**src/core/cu_pkg.sv**
```systemverilog
// constants for the compare unit with its 16-bit timer and register slave
// assumes one 100 MHz clock and a processor core feeding instruction info
package cu_pkg;

  // ************************************************************
  // register indices, byte address is four times the index
  // ************************************************************
  localparam logic [5:0] IDX_CMP_LO = 6'h15;
  localparam logic [5:0] IDX_CMP_HI = 6'h16;
  localparam logic [5:0] IDX_CTRL = 6'h17;
  localparam logic [5:0] IDX_IRQ_STATUS = 6'h0c;
  localparam logic [5:0] IDX_IRQ_MASK = 6'h0d;
  localparam logic [5:0] IDX_TMR_LO = 6'h0e;
  localparam logic [5:0] IDX_TMR_HI = 6'h0f;
  localparam logic [5:0] IDX_TMR_CTRL = 6'h10;

  // ************************************************************
  // fields and reset values
  // ************************************************************
  localparam int RUN_BIT = 0;
  localparam int ST_CMP = 0;
  localparam int ST_OVF = 1;
  localparam logic [7:0] RST_BYTE = 8'h00;
  localparam logic [1:0] RST_IRQ = 2'h0;
  localparam logic [15:0] RST_TIMER = 16'h0000;

  // ************************************************************
  // compare mode codes
  // ************************************************************
  typedef enum logic [3:0] {
    CU_MODE_OFF = 4'h0,
    CU_MODE_DRIVE_HIGH = 4'h8,
    CU_MODE_DRIVE_LOW = 4'h9,
    CU_MODE_SOFT_IRQ = 4'ha,
    CU_MODE_TRIGGER = 4'hb
  } cu_mode_e;

  // ************************************************************
  // literal values that can mask the special event trigger
  // ************************************************************
  localparam logic [7:0] LIT_CMP_LO = 8'h15;
  localparam logic [7:0] LIT_CMP_HI = 8'h16;
  localparam logic [7:0] LIT_CTRL = 8'h17;

  localparam logic [1:0] RESP_OKAY = 2'h0;
  localparam logic [1:0] RESP_SLVERR = 2'h2;

endpackage

```
**src/core/cu_compare_unit.sv**
```systemverilog
// compare unit, 16-bit timer, interrupt status and AXI4-Lite register slave
// assumes synchronous inputs on aclk; core_literal and core_opcode_msb come from the core each cycle
`timescale 1ns/1ns
module cu_compare_unit
  import cu_pkg::*;
(
  input wire logic aclk, // 100 MHz clock
  input wire logic aresetn, // sync reset, active low
  input wire logic [7:0] awaddr, // write address
  input wire logic awvalid, // write address valid
  output logic awready, // write address ready
  input wire logic [31:0] wdata, // write data
  input wire logic [3:0] wstrb, // write strobes
  input wire logic wvalid, // write data valid
  output logic wready, // write data ready
  output logic [1:0] bresp, // write response
  output logic bvalid, // write response valid
  input wire logic bready, // write response ready
  input wire logic [7:0] araddr, // read address
  input wire logic arvalid, // read address valid
  output logic arready, // read address ready
  output logic [31:0] rdata, // read data
  output logic [1:0] rresp, // read response
  output logic rvalid, // read data valid
  input wire logic rready, // read data ready
  input wire logic [7:0] core_literal, // literal field of current instruction
  input wire logic core_opcode_msb, // msb of current instruction
  output logic compare_pin, // compare output pin level
  output logic compare_pin_oe, // pin driven by compare unit
  output logic adc_start, // special event conversion start pulse
  output logic irq // level interrupt
);

  // ************************************************************
  // write channel
  // ************************************************************
  logic aw_full;
  logic w_full;
  logic [5:0] wr_idx;
  logic [7:0] wr_byte;
  logic wr_lane;
  logic wr_go;
  logic wr_mapped;

  assign wr_go = aw_full && w_full && !bvalid;
  assign wr_mapped = wr_idx inside {IDX_CMP_LO, IDX_CMP_HI, IDX_CTRL, IDX_IRQ_STATUS,
                                    IDX_IRQ_MASK, IDX_TMR_LO, IDX_TMR_HI, IDX_TMR_CTRL};

  always_ff @(posedge aclk)
  begin
    if (!aresetn)
    begin
      aw_full <= 1'b0;
      awready <= 1'b1;
      wr_idx <= 6'h00;
    end
    else if (awvalid && awready)
    begin
      aw_full <= 1'b1;
      awready <= 1'b0;
      wr_idx <= awaddr[7:2];
    end
    else if (wr_go)
      aw_full <= 1'b0;
    else if (bvalid && bready)
      awready <= 1'b1;
  end

  always_ff @(posedge aclk)
  begin
    if (!aresetn)
    begin
      w_full <= 1'b0;
      wready <= 1'b1;
      wr_byte <= RST_BYTE;
      wr_lane <= 1'b0;
    end
    else if (wvalid && wready)
    begin
      w_full <= 1'b1;
      wready <= 1'b0;
      wr_byte <= wdata[7:0];
      wr_lane <= wstrb[0];
    end
    else if (wr_go)
      w_full <= 1'b0;
    else if (bvalid && bready)
      wready <= 1'b1;
  end

  always_ff @(posedge aclk)
  begin
    if (!aresetn)
    begin
      bvalid <= 1'b0;
      bresp <= RESP_OKAY;
    end
    else if (wr_go)
    begin
      bvalid <= 1'b1;
      bresp <= wr_mapped ? RESP_OKAY : RESP_SLVERR;
    end
    else if (bready)
      bvalid <= 1'b0;
  end

  logic wr_en;
  logic ctrl_wr;
  logic tlo_wr;
  logic thi_wr;
  assign wr_en = wr_go && wr_lane;
  assign ctrl_wr = wr_en && (wr_idx == IDX_CTRL);
  assign tlo_wr = wr_en && (wr_idx == IDX_TMR_LO);
  assign thi_wr = wr_en && (wr_idx == IDX_TMR_HI);

  // ************************************************************
  // plain registers
  // ************************************************************
  logic [7:0] cmp_lo;
  logic [7:0] cmp_hi;
  logic [7:0] ctrl;
  logic [1:0] irq_mask;
  logic run;
  logic [3:0] mode;
  assign mode = ctrl[3:0];

  always_ff @(posedge aclk)
  begin
    if (!aresetn)
    begin
      cmp_lo <= RST_BYTE;
      cmp_hi <= RST_BYTE;
      ctrl <= RST_BYTE;
      irq_mask <= RST_IRQ;
      run <= 1'b0;
    end
    else if (wr_en)
    begin
      if (wr_idx == IDX_CMP_LO)
        cmp_lo <= wr_byte;
      if (wr_idx == IDX_CMP_HI)
        cmp_hi <= wr_byte;
      if (wr_idx == IDX_CTRL)
        ctrl <= wr_byte;
      if (wr_idx == IDX_IRQ_MASK)
        irq_mask <= wr_byte[1:0];
      if (wr_idx == IDX_TMR_CTRL)
        run <= wr_byte[RUN_BIT];
    end
  end

  // ************************************************************
  // timer, match and trigger
  // ************************************************************
  logic [15:0] timer;
  logic run_d;
  logic off_after_run;
  logic armed_ff;
  logic match;
  logic prev_hit;
  logic suppress;
  logic trig;
  logic ovf;

  assign match = run && (timer == {cmp_hi, cmp_lo}) && (mode[3:2] == 2'b10);
  assign suppress = prev_hit && !core_opcode_msb;
  assign trig = match && (mode == CU_MODE_TRIGGER) && !suppress;
  assign ovf = run && (timer == 16'hffff) && !trig && !tlo_wr && !thi_wr;

  always_ff @(posedge aclk)
  begin
    if (!aresetn)
      prev_hit <= 1'b0;
    else
      prev_hit <= core_literal inside {LIT_CMP_LO, LIT_CMP_HI, LIT_CTRL};
  end

  always_ff @(posedge aclk)
  begin
    if (!aresetn)
    begin
      run_d <= 1'b0;
      off_after_run <= 1'b0;
      armed_ff <= 1'b0;
    end
    else
    begin
      run_d <= run;
      if (run)
      begin
        off_after_run <= 1'b0;
        armed_ff <= 1'b0;
      end
      else if (run_d)
      begin
        off_after_run <= 1'b1;
        armed_ff <= (timer[7:0] == 8'hff);
      end
    end
  end

  always_ff @(posedge aclk)
  begin
    if (!aresetn)
      timer <= RST_TIMER;
    else if (trig)
      timer <= RST_TIMER;
    else if (tlo_wr)
    begin
      timer[7:0] <= wr_byte;
      if (armed_ff && !run)
        timer[15:8] <= 8'(timer[15:8] + 8'h01);
    end
    else if (thi_wr)
    begin
      timer[15:8] <= wr_byte;
      if (off_after_run && !run)
        timer[7:0] <= 8'(timer[7:0] + 8'h01);
    end
    else if (run)
      timer <= 16'(timer + 16'h0001);
  end

  always_ff @(posedge aclk)
  begin
    if (!aresetn)
      adc_start <= 1'b0;
    else
      adc_start <= trig;
  end

  // ************************************************************
  // compare pin
  // ************************************************************
  always_ff @(posedge aclk)
  begin
    if (!aresetn)
      compare_pin <= 1'b0;
    else if (ctrl_wr)
    begin
      if (wr_byte[3:0] == CU_MODE_DRIVE_LOW)
        compare_pin <= (mode == CU_MODE_DRIVE_HIGH) ? compare_pin : 1'b0;
      else if (wr_byte[3:0] == CU_MODE_DRIVE_HIGH)
        compare_pin <= (mode == CU_MODE_DRIVE_HIGH) ? compare_pin : 1'b0;
    end
    else if (match && (mode == CU_MODE_DRIVE_HIGH))
      compare_pin <= 1'b1;
    else if (match && (mode == CU_MODE_DRIVE_LOW))
      compare_pin <= 1'b0;
  end

  always_ff @(posedge aclk)
  begin
    if (!aresetn)
      compare_pin_oe <= 1'b0;
    else
      compare_pin_oe <= (mode[3:1] == 3'b100);
  end

  // ************************************************************
  // interrupt status, write one to clear, set wins
  // ************************************************************
  logic [1:0] irq_status;
  logic [1:0] irq_set;
  logic [1:0] irq_clr;
  logic [1:0] next_status;

  assign irq_set = {ovf, match};
  assign irq_clr = (wr_en && wr_idx == IDX_IRQ_STATUS) ? wr_byte[1:0] : 2'h0;
  assign next_status = (irq_status & ~irq_clr) | irq_set;

  always_ff @(posedge aclk)
  begin
    if (!aresetn)
      irq_status <= RST_IRQ;
    else
      irq_status <= next_status;
  end

  always_ff @(posedge aclk)
  begin
    if (!aresetn)
      irq <= 1'b0;
    else
      irq <= |(irq_status & irq_mask);
  end

  // ************************************************************
  // read channel
  // ************************************************************
  logic [5:0] rd_idx;
  logic [7:0] rd_byte;
  logic rd_ok;
  assign rd_idx = araddr[7:2];

  always_comb
  begin
    rd_byte = 8'h00;
    rd_ok = 1'b1;
    unique case (rd_idx)
      IDX_CMP_LO: rd_byte = cmp_lo;
      IDX_CMP_HI: rd_byte = cmp_hi;
      IDX_CTRL: rd_byte = ctrl;
      IDX_IRQ_STATUS: rd_byte = {6'h00, irq_status};
      IDX_IRQ_MASK: rd_byte = {6'h00, irq_mask};
      IDX_TMR_LO: rd_byte = timer[7:0];
      IDX_TMR_HI: rd_byte = timer[15:8];
      IDX_TMR_CTRL: rd_byte = {7'h00, run};
      default: rd_ok = 1'b0;
    endcase
  end

  always_ff @(posedge aclk)
  begin
    if (!aresetn)
    begin
      arready <= 1'b1;
      rvalid <= 1'b0;
      rdata <= 32'h0000_0000;
      rresp <= RESP_OKAY;
    end
    else if (arvalid && arready)
    begin
      arready <= 1'b0;
      rvalid <= 1'b1;
      rdata <= {24'h00_0000, rd_byte};
      rresp <= rd_ok ? RESP_OKAY : RESP_SLVERR;
    end
    else if (rvalid && rready)
    begin
      rvalid <= 1'b0;
      arready <= 1'b1;
    end
  end
endmodule

```
**config.mk**
```make
export PLATFORM = sky130hd
export DESIGN_NAME = cu_compare_unit
export DESIGN_NICKNAME = d
export VERILOG_FILES = /design/src/core/cu_pkg.sv /design/src/core/cu_compare_unit.sv
export SDC_FILE = /design/constraint.sdc
export NUM_CORES = 1
export LEC_CHECK = 0
export BUFFER_PORTS_ARGS = -buffer_cell sky130_fd_sc_hd__buf_2
export CAP_MARGIN = 20
export CORE_MARGIN = 5
export CORE_UTILIZATION = 35
export CTS_BUF_LIST = sky130_fd_sc_hd__clkbuf_8 sky130_fd_sc_hd__clkbuf_16
export CTS_CLUSTER_DIAMETER = 120
export CTS_CLUSTER_SIZE = 25
export DETAILED_ROUTE_END_ITERATION = 8
export GPL_TIMING_DRIVEN = 0
export HOLD_SLACK_MARGIN = 0.02
export PLACE_DENSITY = 0.66
export SLEW_MARGIN = 5
export SYNTH_ARGS = -nofsm -noshare
export SYNTH_HDL_FRONTEND = slang
export SYNTH_SLANG_ARGS = --single-unit
```
**constraint.sdc**
```tcl
create_clock -name aclk -period 1.9 [get_ports aclk]
set_input_delay 0.285 -clock aclk [delete_from_list [all_inputs] [get_ports aclk]]
set_output_delay 0.285 -clock aclk [all_outputs]
set_load 0.005 [all_outputs]
```
Word level (Yosys, flattened, before mapping):

Cells that the tools add are included.

* mux-type cells: 29
* div/mod/pow operators: 0
* bitwise gates (word level): 5
* multipliers: 0
* reduce and logical (&&, ||, !) cells: 56
* equal/unequal tests: 34
* shifts and indexed selects: 0
* magnitude comparators: 0
* add/subtract/negate cells: 3

Operator list (count)
* $pmux 8 s8: 1
* $eq 6x4->1 const B: 8
* $eq 6x5->1 const B: 8
* $mux 16: 3
* $logic_and 1x1->1: 25
* $eq 8x5->1 const B: 3
* $eq 4x4->1 const B: 5
* $mux 1: 20
* $reduce_and 2->1: 10
* $add 16x1->16 const B: 1
* $add 8x1->8 const B: 2
* $eq 16x16->1: 1
* $eq 16x16->1 const B: 1
* $mux 8: 2
* $reduce_bool 2->1: 6
* $reduce_bool 3->1: 3
* $eq 8x8->1 const B: 1
* $reduce_bool 8->1: 1
* $reduce_or 8->1: 1
* $logic_not 1->1: 7
* $mux 2: 3
* $ne 2x1->1 const B: 3
* $reduce_or 2->1: 3
* $and 2x2->2: 2
* other kinds (7): 7

* bits in writable memories: 0
* output and inout bits: 45
* bits in read-only memories: 0
* latch bits: 0
* register bits after elaboration: 87
* memories kept: 0

Logic depth before layout (Yosys ltp):

* word-level depth: 10
* mapped depth: 7
* mapped depth without buffers: 6

Worst setup path after synthesis:

No wires, ideal clock.

* path type: flip-flop to flip-flop
* from: register bvalid
* to: register irq_mask[0]
* stages on the path, launching flop included: 6
* setup slack: 0.076 ns
* arrival time: 1.697 ns
* cell sequence: dfxtp_1 > nand3b_4 > or4b_4 > or3_4 > mux2i_1 > nor2_1

* cells in the longest elaborated chain, start to end: 4

RTL lines
* start, declared: line cu_compare_unit.sv:17 `output logic bvalid,`
* start signal, assigned: line cu_compare_unit.sv:95 `bvalid <= 1'b0;`
* start signal, assigned: line cu_compare_unit.sv:100 `bvalid <= 1'b1;`
* start signal, assigned: line cu_compare_unit.sv:104 `bvalid <= 1'b0;`
* $logic_not 1->1: line cu_compare_unit.sv:45 `assign wr_go = aw_full && w_full && !bvalid;`
* $logic_and 1x1->1: line cu_compare_unit.sv:45
* $logic_and 1x1->1: line cu_compare_unit.sv:111 `assign wr_en = wr_go && wr_lane;`
* $reduce_and 2->1 (no line)
* end signal, assigned: line cu_compare_unit.sv:146 `irq_mask <= wr_byte[1:0];`
* end, declared: line cu_compare_unit.sv:122 `logic [1:0] irq_mask;`

Every way passes these cells.
A chain may end at the register's enable or synchronous reset.

Final worst setup path:

* from: register timer[9]
* to: register timer[4]

* cells in the longest elaborated chain, start to end: 6

RTL lines
* start, declared: line cu_compare_unit.sv:155 `logic [15:0] timer;`
* start signal, assigned: line cu_compare_unit.sv:212 `timer[15:8] <= 8'(timer[15:8] + 8'h01);`
* start signal, assigned: line cu_compare_unit.sv:216 `timer[15:8] <= wr_byte;`
* start signal, assigned: line cu_compare_unit.sv:221 `timer <= 16'(timer + 16'h0001);`
* $eq 16x16->1: line cu_compare_unit.sv:165 `assign match = run && (timer == {cmp_hi, cmp_lo}) && (mode[3:2] == 2'b10);`
* $logic_and 1x1->1 (2 in a row): line cu_compare_unit.sv:165
* $logic_and 1x1->1 (2 in a row): line cu_compare_unit.sv:167 `assign trig = match && (mode == CU_MODE_TRIGGER) && !suppress;`
* $reduce_or 2->1 (no line)

Every way passes these cells.

==> results.yml <==
critical_path:
  required_ps: 2120
  cpPeakStageDelay_ps: 330
  rr_worst_depth: 8
  worstPathCellList: "buf_6, xor2_2, nor4_2, nand4_1, buf_6, o31ai_4, buf_6, a21oi_1"
  startpoint: "timer[9]$_SDFFE_PP0P_"
  start_kind: "flip-flop"
  endpoint_kind: "flip-flop"
  cpMostUsedCell: "buf_6"
  r2r-start: "timer[9]$_SDFFE_PP0P_"
  slowest_stage: "dfxtp_2"
  reg2reg_slack_ps: 10
  arrival_ps: 2110
  r2r-end: "timer[4]$_SDFFE_PP0P_"
  worstPathMaxFanout: 10
  path_class: "reg -> reg"
floorplanning:
  fp.dieH_um: 125
  die_w_um: 125
  dieArea_um2: 15500
  initial_core_util_pct: 36.1
  num_rows: 41
  pin_count: 113
  core_area_um2: 12700
global_routing:
  grt_max_degree: 15
  antenna_found_initial: 0
  grt_usage_pct: 17.1
  grt.overflow.total: 0
  grt_pass1_vias: 4155
  grt_pass1_wl_mm: 21.7
min_path:
  holdPathStages: 2
  hp-class: "in -> reg"
  hp-start: "core_literal[3]"
  holdPathEnd: "prev_hit$_SDFF_PN0_"
yosys:
  yosysTopAreaCell: "dfxtp_1"
  netlist_area_um2: 4590
  synth-edff-count: 0
  synthTopCellsByCount: "85 x dfxtp_1, 60 x nor2_1, 54 x nand2_1"
  ys.flop_type: "dfxtp_1"
  ys_ff_latch: 85
  yosysWarningCount: 0
  avgSynthCellArea_um2: 8.43
  synthCells: 545
  synthArstFlopShare_pct: 0
  yosysMostFrequentCell: "dfxtp_1"
  yosysSeqAreaShare_pct: 37.0
  synthTopCellsByArea: "dfxtp_1 37%, mux2i_1 8.1%, nor2_1 4.9%"
  synth_cell_types: 67
  synthDominantCellAreaShare_pct: 37.0
cts:
  clock_latency_ps: 340
  hold_buffers: 0
  cts_tree: "yes"
  cts_max_level: 3
  clockBufferDepth: 2
  root_buffer: "clkbuf_16"
  clk_pin_slew_ps: 70
  numCtsBuffers: 9
  clkSinkCount: 85
sta:
  finClkSkew_ps: 7.50
  setup_violations: 0
  slew_headroom_pct: 50.2
  fmax_ghz: 0.529
  min_period_over_period_pct: 99.5
  hold_viol_final: 0
  setup_ws_ps: 10.4
  worstMarginPinSlew_ps: 737
  rsz0062_at_grt: "yes"
  maxSlewViolCount: 0
  min_period_ps: 1890
power_and_ir_drop:
  power_density_nw_per_um2: 701
  leakagePower_uw: 0.00235
  p_total_uw: 4110
  irDropWorstVdd_uv: 398
cells_and_area:
  insertedDiodeCount: 0
  fill_cells: 1273
  drive_gt1_share_pct: 28.8
  final_area_um2: 5860
  nets: 725
  synthToLayoutAreaGrowth_pct: 27.6
  fin_util_pct: 46.1
drt:
  ant_nets: 0
  vias_per_cell: 5.45
  first_iter_violations: 396
  vias: 4533
  remaining_drc_errors: 0
  wire_per_inst_um: 16.6
  routed_wl_mm: 13.8
  dr.pass1.iters: 5
flow_run:
  drv_cap: 0
placed_design:
  dpl_worst_slack_ps: -530
  post-dp-hpwl_mm: 9.70
  place_area_um2: 5170
  port_buffers: 54
  gp_congestion: 0.890
run_status:
  status: "completed"
-- stage by stage --
stage | hold WS (ps) | instances | TNS (ps)
after floorplan | 362 | 570 | 0
after detailed placement | 451 | 796 | -8870
final | 103 | 832 | 0
after global routing | 110 | 832 | -1200
after CTS | 90.6 | 826 | -50.7
after global placement | 448 | 796 | -6900
-- routing by layer --
metal	vias up	share of wire, %	track usage, %
met4	0	2.9	6.06
met1	2188	42	22.1
met3	34	8.4	4.55
met5	-	0	0
li1	2117	-	-
met2	194	46	27.5
-- how the worst max path moves through the flow --
stage | endpoint | slack (ps) | depth (start not counted)
2_1_floorplan | irq_mask[0]$_SDFFE_PN0P_ | 80 | 5
3_3_place_gp | timer[12]$_SDFFE_PP0P_ | -490 | 6
3_5_place_dp | timer[4]$_SDFFE_PP0P_ | -530 | 6
4_1_cts | irq_mask[1]$_SDFFE_PN0P_ | -30 | 5
5_1_grt | timer[5]$_SDFFE_PP0P_ | -80 | 8
6_report | timer[4]$_SDFFE_PP0P_ | 10 | 8
-- final cells by class --
class	instances	area (um2)	share of cell area, %
Multi-Input combinational cell	418	2750	46.8
Sequential cell	85	1720	29.3
Timing Repair Buffer	76	472	8.05
Buffer	56	352	6.00
Clock buffer	10	239	4.08
Tap cell	172	215	3.67
Clock inverter	6	87.6	1.49
Inverter	9	33.8	0.576
-- cell usage in the layout, fill, tap and decap left out, types with 3 or more instances in the layout --
cell type and n:
clkbuf_16 9, or2_2 3, nand2b_1 4, a22oi_1 18, xor2_1 12, mux2_2 9, clkbuf_1 14, buf_6 6
nor3b_1 3, nand4_1 5, a21oi_1 37, inv_1 10, dfxtp_2 11, nor3_4 3, buf_4 46, and2_1 6
a31oi_1 7, nor4_1 4, nor2b_1 3, nor3_1 9, nand3_1 11, conb_1 26, nand2_1 54, xnor2_1 4
buf_2 61, nor4_2 4, nor2_1 59, o21bai_1 3, a21o_1 4, o21ai_0 26, o22ai_1 7, mux2i_1 36
nand3b_1 3, dfxtp_1 73
-- sequential cells by signal, indices dropped and copies added (netlist names), 2 cells and up --
register,count
timer,16
cmp_hi,8
cmp_lo,8
ctrl,8
rdata,8
wr_byte,8
wr_idx,6
irq_mask,2
irq_status,2
-- worst max-delay path, delay by kind of cell (launching register included) --
family,cells,cell delay (ps)
simple gates,2,450
buf+inv,3,480
flops,1,330
compound gates,2,330
xor+xnor,1,170
-- logic make-up after synthesis --
group                    share of synthesized area (%)
multiplexers                                      11.3
AO/OA/AOI/OAI                                     17.7
other                                           0.0816
XOR/XNOR                                          3.24
buffers and inverters                             8.12
adder cells (fa/ha/maj)                          0.545
flip-flops                                        37.0
AND/OR/NAND/NOR                                   22.0
-- report_power, final --
group	switching, uW	internal (uW)
Clock	723	1180
Combinational	186	144
Sequential	51.9	1820
-- timing repair --
action,CTS,global route
buffers inserted,16,6
resized for setup,19,36
pin swaps,10,13
setup endpoints to repair,38,38
(Power assumes the default switching activity.)
